`config.mk`:
```
export PLATFORM = sky130hd
export DESIGN_NAME = change_detect_event_config
export DESIGN_NICKNAME = d
export VERILOG_FILES = /design/src/verilog/change_detect_pkg.sv /design/src/verilog/change_detect_event_config.sv
export SDC_FILE = /design/constraint.sdc
export NUM_CORES = 1
export LEC_CHECK = 0
export BUFFER_PORTS_ARGS = -buffer_cell sky130_fd_sc_hd__buf_2
export CORE_ASPECT_RATIO = 1.75
export CORE_MARGIN = 3
export CORE_UTILIZATION = 50
export DETAILED_ROUTE_END_ITERATION = 10
export GPL_ROUTABILITY_DRIVEN = 0
export PLACE_DENSITY = 0.81
export REMOVE_ABC_BUFFERS = 1
export SLEW_MARGIN = 30
export SYNTH_ARGS = -nofsm -noshare
export SYNTH_HDL_FRONTEND = slang
export SYNTH_SLANG_ARGS = --single-unit
```
`constraint.sdc`:
```
create_clock -name ref_clk -period 2.79 [get_ports ref_clk]
set_input_delay 0.4185 -clock ref_clk [delete_from_list [all_inputs] [get_ports ref_clk]]
set_output_delay 0.4185 -clock ref_clk [all_outputs]
set_load 0.02 [all_outputs]
```
`src/verilog/change_detect_pkg.sv`:
```
// Package for the change detector event configuration block.
// Assumes a single 20 MHz device clock and a byte-wide register port.
package change_detect_pkg;
  localparam logic [7:0] CFG_ADDR = 8'h2f;
  localparam logic [7:0] CFG_RST_LOW = 8'h00;
  localparam logic [7:0] CFG_RST_HIGH = 8'h38;
  localparam int OUT_LATCH_BIT = 7;
  localparam int IN_LATCH_BIT = 6;
  localparam int OUT_SEL_LSB = 3;
  localparam int IN_SEL_LSB = 0;

  typedef struct packed {
    logic outside_latch_enable;
    logic inside_latch_enable;
    logic [2:0] outside_axis_select;
    logic [2:0] inside_axis_select;
  } event_config_t;

  typedef struct packed {
    logic [2:0] flags;
    logic active;
  } event_report_t;

  typedef enum logic [0:0] {
    COND_IDLE = 1'b0,
    COND_ARMED = 1'b1
  } cond_state_t;
endpackage
```
`src/verilog/change_detect_event_config.sv`:
```
// Event configuration register and per-axis event flag logic.
// Assumes axis data, thresholds and debounce status come from same-clock logic;
// the boot mode pin is asynchronous and is synchronised here.
// Summary of operation
// - Outside latch on: axis outside flags stick until outside source read.
// - Outside latch on: combined outside event asserts only on rising condition.
// - Outside latch off: axis outside flags track the condition live.
// - Inside latch on: axis inside flags stick until inside source read.
// - Inside latch on: combined inside event asserts only on rising condition.
// - Inside latch off: axis inside flags follow the condition, gated by debounce status.
// - Bits 5..3 include X, Y, Z in the outside test.
// - Bits 2..0 include X, Y, Z in the inside test.
// - Reset value zero, or 0x38 when boot mode pin is high.
// - Inside flag set only when strictly between lower and upper threshold.
// - Unlatched inside flags update when active and debounced, always if count zero.
module change_detect_event_config
  import change_detect_pkg::*;
#(
  parameter int DATA_W = 12
) (
  // Clock and reset
  input wire logic ref_clk,
  input wire logic srst,
  // Boot strap pin
  input wire logic boot_mode_pin,
  // Register port
  input wire logic [7:0] reg_addr,
  input wire logic reg_wr,
  input wire logic reg_rd,
  input wire logic [7:0] reg_wdata,
  output logic [7:0] reg_rdata,
  // Source register read strobes
  input wire logic outside_src_rd,
  input wire logic inside_src_rd,
  // Axis data and thresholds, signed
  input wire logic [3*DATA_W-1:0] axis_data,
  input wire logic [DATA_W-1:0] upper_threshold,
  input wire logic [DATA_W-1:0] lower_threshold,
  input wire logic inside_debounce_done,
  input wire logic inside_debounce_zero,
  // Event outputs
  output event_report_t outside_report,
  output event_report_t inside_report
);
  // Comparators are signed and sized for at most 16-bit samples
  if (DATA_W < 2 || DATA_W > 16) begin : g_width_check
    $error("DATA_W out of range");
  end

  logic boot_meta_ff, boot_sync_ff;
  event_config_t cfg_ff, nxt_cfg;
  logic [2:0] out_flags_ff, nxt_out_flags, in_flags_ff, nxt_in_flags;
  logic out_act_ff, nxt_out_act, in_act_ff, nxt_in_act;
  cond_state_t out_st_ff, nxt_out_st, in_st_ff, nxt_in_st;
  logic [7:0] rdata_ff, nxt_rdata;
  logic [2:0] raw_in, raw_out, sel_in, sel_out;
  logic cond_in, cond_out;

  function automatic logic strictly_inside(input logic [DATA_W-1:0] v,
                                           input logic [DATA_W-1:0] up,
                                           input logic [DATA_W-1:0] lo);
    strictly_inside = ($signed(v) < $signed(up)) && ($signed(v) > $signed(lo));
  endfunction

  // Axis comparison, X on bit 2
  always_comb begin
    for (int i = 0; i < 3; i++) begin
      raw_in[2-i] = strictly_inside(axis_data[(2-i)*DATA_W +: DATA_W],
                                    upper_threshold, lower_threshold);
    end
    // Outside means at or beyond either threshold, the complement of strictly inside
    raw_out = ~raw_in;
    sel_out = raw_out & cfg_ff.outside_axis_select;
    sel_in = raw_in & cfg_ff.inside_axis_select;
    cond_out = |sel_out;
    cond_in = |sel_in;
  end

  // Register access
  always_comb begin
    nxt_cfg = cfg_ff;
    nxt_rdata = rdata_ff;
    if (reg_wr && reg_addr == CFG_ADDR) begin
      nxt_cfg = event_config_t'(reg_wdata);
    end
    if (reg_rd && reg_addr == CFG_ADDR) begin
      nxt_rdata = cfg_ff;
    end else if (reg_rd) begin
      nxt_rdata = 8'h00;
    end
  end

  // Outside family
  always_comb begin
    nxt_out_flags = out_flags_ff;
    nxt_out_act = out_act_ff;
    nxt_out_st = out_st_ff;
    if (cfg_ff.outside_latch_enable) begin
      // Set wins over a read clear in the same cycle
      if (outside_src_rd) begin
        nxt_out_flags = 3'h0;
        nxt_out_act = 1'b0;
      end
      nxt_out_flags = nxt_out_flags | sel_out;
      case (out_st_ff)
        COND_IDLE: begin
          if (cond_out) begin
            nxt_out_act = 1'b1;
            nxt_out_st = COND_ARMED;
          end
        end
        COND_ARMED: begin
          if (!cond_out) nxt_out_st = COND_IDLE;
        end
        default: nxt_out_st = COND_IDLE;
      endcase
    end else begin
      nxt_out_flags = sel_out;
      nxt_out_act = cond_out;
      nxt_out_st = cond_out ? COND_ARMED : COND_IDLE;
    end
  end

  // Inside family
  always_comb begin
    nxt_in_flags = in_flags_ff;
    nxt_in_act = in_act_ff;
    nxt_in_st = in_st_ff;
    if (cfg_ff.inside_latch_enable) begin
      if (inside_src_rd) begin
        nxt_in_flags = 3'h0;
        nxt_in_act = 1'b0;
      end
      nxt_in_flags = nxt_in_flags | sel_in;
      case (in_st_ff)
        COND_IDLE: begin
          if (cond_in) begin
            nxt_in_act = 1'b1;
            nxt_in_st = COND_ARMED;
          end
        end
        COND_ARMED: begin
          if (!cond_in) nxt_in_st = COND_IDLE;
        end
        default: nxt_in_st = COND_IDLE;
      endcase
    end else begin
      nxt_in_act = cond_in;
      nxt_in_st = cond_in ? COND_ARMED : COND_IDLE;
      // Gated by debounce so flags do not chatter on a noisy edge
      if ((cond_in && inside_debounce_done) || inside_debounce_zero) begin
        nxt_in_flags = sel_in;
      end
    end
  end

  always_ff @(posedge ref_clk) begin
    boot_meta_ff <= boot_mode_pin;
    boot_sync_ff <= boot_meta_ff;
    if (srst) begin
      // Strap read from the synchronised pin; hold reset three cycles past pin settle
      cfg_ff <= boot_sync_ff ? CFG_RST_HIGH : CFG_RST_LOW;
      out_flags_ff <= 3'h0;
      in_flags_ff <= 3'h0;
      out_act_ff <= 1'b0;
      in_act_ff <= 1'b0;
      out_st_ff <= COND_IDLE;
      in_st_ff <= COND_IDLE;
      rdata_ff <= 8'h00;
    end else begin
      cfg_ff <= nxt_cfg;
      out_flags_ff <= nxt_out_flags;
      in_flags_ff <= nxt_in_flags;
      out_act_ff <= nxt_out_act;
      in_act_ff <= nxt_in_act;
      out_st_ff <= nxt_out_st;
      in_st_ff <= nxt_in_st;
      rdata_ff <= nxt_rdata;
    end
  end

  assign reg_rdata = rdata_ff;
  assign outside_report = '{flags: out_flags_ff, active: out_act_ff};
  assign inside_report = '{flags: in_flags_ff, active: in_act_ff};

  a_out_sticky: assert property (@(posedge ref_clk) disable iff (srst)
    cfg_ff.outside_latch_enable && $past(cfg_ff.outside_latch_enable) && !$past(outside_src_rd)
    |-> ((out_flags_ff & $past(out_flags_ff)) == $past(out_flags_ff)))
    else $error("Latched outside flag dropped without read");
  a_out_edge: assert property (@(posedge ref_clk) disable iff (srst)
    cfg_ff.outside_latch_enable && cond_out && out_st_ff == COND_ARMED
    && !outside_src_rd && !out_act_ff |=> !out_act_ff)
    else $error("Outside event reasserted without condition falling");
  a_out_live: assert property (@(posedge ref_clk) disable iff (srst)
    !cfg_ff.outside_latch_enable |=> out_flags_ff == $past(sel_out))
    else $error("Unlatched outside flags do not track condition");
  a_in_sticky: assert property (@(posedge ref_clk) disable iff (srst)
    cfg_ff.inside_latch_enable && $past(cfg_ff.inside_latch_enable) && !$past(inside_src_rd)
    |-> ((in_flags_ff & $past(in_flags_ff)) == $past(in_flags_ff)))
    else $error("Latched inside flag dropped without read");
  a_in_edge: assert property (@(posedge ref_clk) disable iff (srst)
    cfg_ff.inside_latch_enable && !cond_in ##1 cfg_ff.inside_latch_enable && cond_in
    |=> in_act_ff)
    else $error("Inside event missed rising condition");
  a_in_live: assert property (@(posedge ref_clk) disable iff (srst)
    !cfg_ff.inside_latch_enable && inside_debounce_zero |=> in_flags_ff == $past(sel_in))
    else $error("Unlatched inside flags do not follow condition");
  a_out_select: assert property (@(posedge ref_clk) disable iff (srst)
    (out_flags_ff & ~cfg_ff.outside_axis_select) == 3'h0 || cfg_ff.outside_latch_enable
    || $changed(cfg_ff))
    else $error("Disabled axis raised outside flag");
  a_none_enabled: assert property (@(posedge ref_clk) disable iff (srst)
    cfg_ff.inside_axis_select == 3'h0 && !cfg_ff.inside_latch_enable |=> !in_act_ff)
    else $error("Inside event with no axis enabled");
  a_reset_value: assert property (@(posedge ref_clk)
    $past(srst) && !srst |-> cfg_ff == ($past(boot_sync_ff) ? CFG_RST_HIGH : CFG_RST_LOW))
    else $error("Configuration reset value wrong");
  a_in_select: assert property (@(posedge ref_clk) disable iff (srst)
    ((in_flags_ff & ~$past(in_flags_ff)) & ~$past(cfg_ff.inside_axis_select)) == 3'h0)
    else $error("Disabled axis raised inside flag");
  a_in_window: assert property (@(posedge ref_clk) disable iff (srst)
    !cfg_ff.inside_latch_enable && inside_debounce_zero && cfg_ff.inside_axis_select[2]
    && $signed(axis_data[3*DATA_W-1 -: DATA_W]) < $signed(upper_threshold)
    && $signed(axis_data[3*DATA_W-1 -: DATA_W]) > $signed(lower_threshold)
    |=> in_flags_ff[2])
    else $error("X inside flag clear although strictly inside");
  a_in_hold: assert property (@(posedge ref_clk) disable iff (srst)
    !cfg_ff.inside_latch_enable && !inside_debounce_zero && !inside_debounce_done
    |=> $stable(in_flags_ff))
    else $error("Unlatched inside flags moved before debounce");
endmodule

```
==> reports/metrics.cfg, run 1 <==
[setup_path]
crit_path_end_kind = register
reg2reg_to = in_flags_ff[2]
crit_type = in -> reg
cp_max_fo = 3
cp.required_ns = 3.01
reg2reg_depth = 4
cp_data_arrival_time_ns = 2.67
cp-start-kind = input pin
timing.rr.start = cfg_ff[6]
ff2ff_setup_slack_ns = 1.39

[cts]
root_buffer = clkbuf_8
cts_inserted_buffers = 3
cts_setup_buffers = 0
htree_levels = 1
cts_hold_buf = 0
clock_path_buffers = 2
cts_tree = yes
clkTransAtPathRegs_ns = 0.09
cts_sinks = 28
ctsResizeCount = 0
clock_latency_ns = 0.27

[synth]
yosysTopAreaCell = ha_1
synth_compound_area_frac = 0.220
synthTopCellsByCount = 69 x ha_1, 33 x inv_1, 26 x a21oi_1
synth_flop_cell = dfxtp_1
async_flop_share = 0
synthDistinctLibCells = 49
synth_top_area_share = 0.315
synth_warnings = 0
synthXorXnorAreaFrac = 0
synth_top_family_by_area = adder cells
synth_edf_count = 8
seq_area_frac_synth = 0.234
synth-adder-area-share = 0.315
synth.avg_cell_area_um2 = 8.98
synth_area_um2 = 2740
synth.area.top_cells = ha_1 32%, dfxtp_1 15%, edfxtp_1 8.8%
syn_inst = 305
synthMuxAreaShare = 0.00366
yosysMostFrequentCell = ha_1
synth-simple-area-share = 0.168
ys_seq_elements = 28

[place]
post-place-ws_ns = 0.0879
postPlaceCellArea_um2 = 3320
dpl.hpwl_um = 6780
portBuffers = 100

[sta]
finalHoldViolCount = 0
setup_viol = 0
rsz0062_at_grt = false
fmax_ghz = 0.409
fin_crit_ns = 2.45
fin_skew_ns = 0.00112
period_share = 0.877
tightest_slew_ns = 0.457
setup_tns_ns = 0
fin_ws_ns = 0.342
slew_headroom = 0.695
drv_slew = 0

[finish]
diodes = 0
syn_to_final_growth_pct = 23.3
drive_gt1_frac = 0.300
nets = 561
final_cell_area_um2 = 3370
final_core_util = 0.637

[hold_path]
holdPathEnd = boot_meta_ff
worstHoldStart = boot_mode_pin
hold_depth = 1
min_path_type = in -> reg

[flow_run]
max_cap_violations = 0

[grt]
grt_max_degree = 27
overflow = 0
grt_pass1_vias = 2783
antenna_found_initial = 0
grt_pass1_wl_um = 11500
grt_usage = 0.233

[power]
finalPower_mw = 1.12
ir_drop_v = 0.000398
p_per_area_nw_per_um2 = 333
power.leakage_nw = 1.72

[drt]
vias = 2694
drtAntennaViolNets = 0
routedWlPerCell_um = 15.7
drt-pass1-iter-count = 7
vias_per_cell = 5.61
routed_wl_um = 7550
drtIter0Drc = 111
drc = 0

[die]
coreArea_um2 = 5300
die_h_um = 104
row_count = 35
start_util = 0.517
dieArea_um2 = 6430
io_pins = 101
die_w_um = 61.9

[run_status]
outcome = complete, no violations

## metrics by stage
step,hold WS [ns],instances
4_1_cts,0.239,480
2_1_floorplan,0.310,299
3_3_place_gp,0.310,476
3_5_place_dp,0.315,476
6_report,0.239,480
5_1_grt,0.234,480
## how the worst max path moves through the flow
stage	startpoint	to	slack [ns]	cells after the start
after global routing	lower_threshold[9]	in_flags_ff[1]	0.23	11
after detailed placement	lower_threshold[9]	in_flags_ff[2]	0.09	12
final	lower_threshold[11]	in_flags_ff[2]	0.34	12
after CTS	lower_threshold[9]	in_flags_ff[2]	0.37	12
after floorplan	lower_threshold[9]	in_flags_ff[2]	0.40	10
after global placement	lower_threshold[10]	in_flags_ff[2]	0.12	12
## flip-flops by register name (all words and copies together) (netlist names)
signal        flops
cfg_ff            8
reg_rdata         8
in_flags_ff       3
out_flags_ff      3
boot_meta_ff      1
boot_sync_ff      1
in_act_ff         1
in_st_ff          1
out_act_ff        1
out_st_ff         1
## kinds of logic (layout without fill, tap and decap cells)
logic type | Yosys count | in the layout
and+or+nand+nor | 86 | 86
DFF | 28 | 28
buffers and inverters | 40 | 141
AOI/OAI and AO/OA | 81 | 81
muxes | 1 | 1
adders and majority gates | 69 | 69
## placed cells by master (no fill, tap or decap), types with 2 or more instances in the layout
cell type / instances
a211oi_1: 8
a211oi_2: 2
a21o_1: 5
a21oi_1: 26
a22oi_1: 2
a31oi_1: 3
a32o_1: 3
buf_2: 100
buf_4: 3
clkbuf_8: 4
dfxtp_1: 20
edfxtp_1: 8
ha_1: 69
inv_1: 33
nand2_1: 21
nand2b_1: 10
nand3_1: 11
nand4_1: 9
nor2_1: 9
nor2_2: 2
nor2b_1: 11
nor3_1: 3
nor4_1: 3
o211ai_1: 8
o211ai_2: 2
o21ai_0: 6
o21ai_1: 2
## power breakdown
part	switching [mW]	internal (mW)
Clock	0.121	0.126
Combinational	0.229	0.188
Sequential	0.0152	0.445
## final cells by class
class	count	area, um^2
Multi-Input combinational cell	237	1940
Fill cell	466	1920
Sequential cell	28	641
Timing Repair Buffer	103	523
Inverter	34	128
Tap cell	74	92.6
Clock buffer	4	55.1
## metal layers
layer,track usage,vias up,part of all wire
met5,0,-,0
met4,0.106,0,0.044
met3,0.0211,23,0.041
met2,0.462,106,0.58
met1,0.212,1229,0.34
li1,-,1336,-
## critical path, cell delays in order
cell and delay, ns:
buf_2 0.10, inv_1 0.12, ha_1 0.28, and4_4 0.17, a22oi_1 0.18, nand3_1 0.09, a311oi_1 0.25, nor4_1 0.10
buf_4 0.15, a221o_2 0.37, o41ai_4 0.27, a22o_1 0.19
No activity file was read; power rests on OpenSTA's default activity.
==> run 2, diff against run 1 <==
Settings changed: CORE_UTILIZATION 50 to 46, PLACE_DENSITY 0.81 to 0.78, SKIP_LAST_GASP set to 1.
Clock period 2.79 ns to 1.98 ns, I/O delays scaled along.
==> run 2 against run 1 <==
  * The flow now finishes with violations (negative setup slack)
  * Non-clock buffer count increased by 64
  * Critical path depth unchanged
  * Critical endpoint unchanged
  * Combinational power is 130% higher
  * Total power up 76%
  * Clock skew is 0.0016 ns higher
  * Routed wire length increased by 41%
  * Critical path type unchanged
  * Sequential power grew 42%
  * Global-route usage increased by 3.0 points
==> reports/metrics.cfg, run 2 (synthesis results as in run 1) <==
[run_status]
outcome = complete, but fails checks  ; was complete, no violations
violations = negative setup slack

[finish]
syn_to_final_growth_pct = 63.7  ; was 23.3%
drive_gt1_frac = 0.540  ; was 0.300
n_fill_cell = 338  ; was 466
final_cell_mix = 89 x buf_2, 62 x buf_4, 43 x ha_1  ; was 100 x buf_2, 69 x ha_1, 33 x inv_1
layout_commonest_cell = buf_2  ; unchanged
stdcell_count = 546  ; was 480
nets = 625  ; was 561
diodes = 0  ; unchanged

[drt]
vias = 3184  ; was 2,694
drtIter0Drc = 123  ; was 111
drtAntennaViolNets = 0  ; unchanged
drc = 0  ; unchanged
drt-pass1-iter-count = 4  ; was 7
routed_wl_um = 10700  ; was 7550 um
vias_per_cell = 5.83  ; was 5.61
routedWlPerCell_um = 19.5  ; was 15.7 um

[setup_path]
cp.required_ns = 2.20  ; was 3.01 ns
cp_data_arrival_time_ns = 2.53  ; was 2.67 ns
cp_max_fo = 3  ; unchanged
crit_path_end_kind = register  ; unchanged
cp-start-kind = input pin  ; unchanged
crit_type = in -> reg  ; unchanged

[cts]
cts_inserted_buffers = 3  ; unchanged
clkTransAtPathRegs_ns = 0.09  ; about the same
root_buffer = clkbuf_8  ; unchanged
htree_levels = 1  ; unchanged
clock_latency_ns = 0.27  ; about the same
clock_path_buffers = 2  ; unchanged
cts_sinks = 28  ; unchanged
cts_hold_buf = 0  ; unchanged
cts_tree = yes  ; unchanged

[grt]
grt_most_used_layer = met2  ; unchanged
grt_pass1_vias = 3294  ; was 2,783
antenna_found_initial = 0  ; unchanged
grt_usage = 0.263  ; was 0.233
grt_use_met3 = 0.0437  ; was 0.0211
grtUsageMet2 = 0.528  ; was 0.462
overflow = 0  ; unchanged
grt_max_degree = 18  ; was 27
grt_pass1_wl_um = 14500  ; was 11,500 um
grt_use_met1 = 0.250  ; was 0.212

[place]
dp.cells = 531  ; was 476
portBuffers = 100  ; unchanged
dpl.hpwl_um = 7090  ; was 6780 um

[die]
dieArea_um2 = 6950  ; was 6430 um^2
coreArea_um2 = 5680  ; was 5300 um^2
start_util = 0.482  ; was 0.517
io_pins = 101  ; unchanged
die_w_um = 64.3  ; was 61.9 um
row_count = 36  ; was 35
die_h_um = 108  ; was 104 um

[hold_path]
min_path_type = in -> reg  ; unchanged

[sta]
rsz0062_at_grt = true  ; was false
setup_viol = 9  ; was 0
timing.hold.ws_ns = 0.117  ; was 0.239 ns
period_share = 1.16
finalHoldViolCount = 0  ; unchanged
drv_slew = 0  ; unchanged
slew_headroom = 0.742  ; was 0.695
tightest_slew_ns = 0.388  ; was 0.457 ns
fin_crit_ns = 2.30
fmax_ghz = 0.434
fin_ws_ns = -0.324  ; was 0.342 ns
fin_skew_ns = 0.00276  ; was 0.00112 ns

[power]
power.leakage_nw = 2.08  ; was 1.72 nW
p_per_area_nw_per_um2 = 442  ; was 333 nW/um^2
finalPower_mw = 1.98  ; was 1.12 mW
ir_drop_v = 0.000656  ; was 0.000398 V

[flow_run]
max_cap_violations = 0  ; unchanged

## run 2: changes by cell type in the layout (fill, tap and decap cells not counted), sizes merged
| cell | change |
|---|---|
| buf | +64 |
## run 2: path summary, 6_finish.rpt
path,cells past startpoint,to,startpoint,slack (ns)
worst max-delay path,12,in_flags_ff[2],lower_threshold[8],-0.32
worst min-delay path,1,boot_meta_ff,boot_mode_pin,0.12
worst max register to register,3,in_flags_ff[2],cfg_ff[0],0.60
worst min register to register,0,boot_sync_ff,boot_meta_ff,0.34
## run 2: metal layers
metal  up-vias  wire, um
met2       173      5680
met3        64       665
met5         -         0
met4         0       745
met1      1476      3570
li1       1471         -
## run 2: area by class of cell
| cell class | instances | area, um^2 | area share |
|---|---|---|---|
| repair buffers | 167 | 1090 | 0.244 |
| well taps | 76 | 95.1 | 0.0212 |
| multi-input cells | 237 | 2450 | 0.546 |
| flip-flops and latches | 28 | 641 | 0.143 |
| clock buffers | 4 | 55.1 | 0.0123 |
| inverters | 34 | 150 | 0.0335 |
## run 2: report_power, final
part           leakage [nW]  switching [mW]  internal (mW)
clock network        0.0288           0.172          0.178
registers             0.242          0.0246          0.627
logic                  1.81           0.479          0.501
total                  2.08           0.675           1.31
## run 2: worst max-delay path, stage by stage
cell and delay [ns]:
buf_2 0.10, inv_2 0.05, buf_6 0.12, ha_1 0.28, nand4_1 0.18, nor2_1 0.09
o2bb2ai_2 0.21, o211a_1 0.24, a211oi_4 0.05, a221o_2 0.43, o41ai_4 0.27, a22o_1 0.19
## run 2: repair_timing
item / CTS / global route
pin swaps: 29 / 29
buffers inserted: 5 / 7
gates resized for setup: 56 / 54
setup endpoints to repair: 8 / 10
## run 2: per-stage QoR
| step | setup slack (ns) | cell area [um^2] | TNS, ns | utilization |
|---|---|---|---|---|
| finish | -0.324 | 4480 | -2.16 | 0.790 |
| global route | -0.363 | 4480 | -2.44 | 0.790 |
| CTS | -0.281 | 4180 | -1.21 | 0.736 |
| detailed placement | -0.632 | 3720 | -4.37 | 0.655 |
| global placement | -0.550 | 3720 | -3.94 | 0.655 |
| floorplan | -0.284 | 2700 | -0.997 | - |
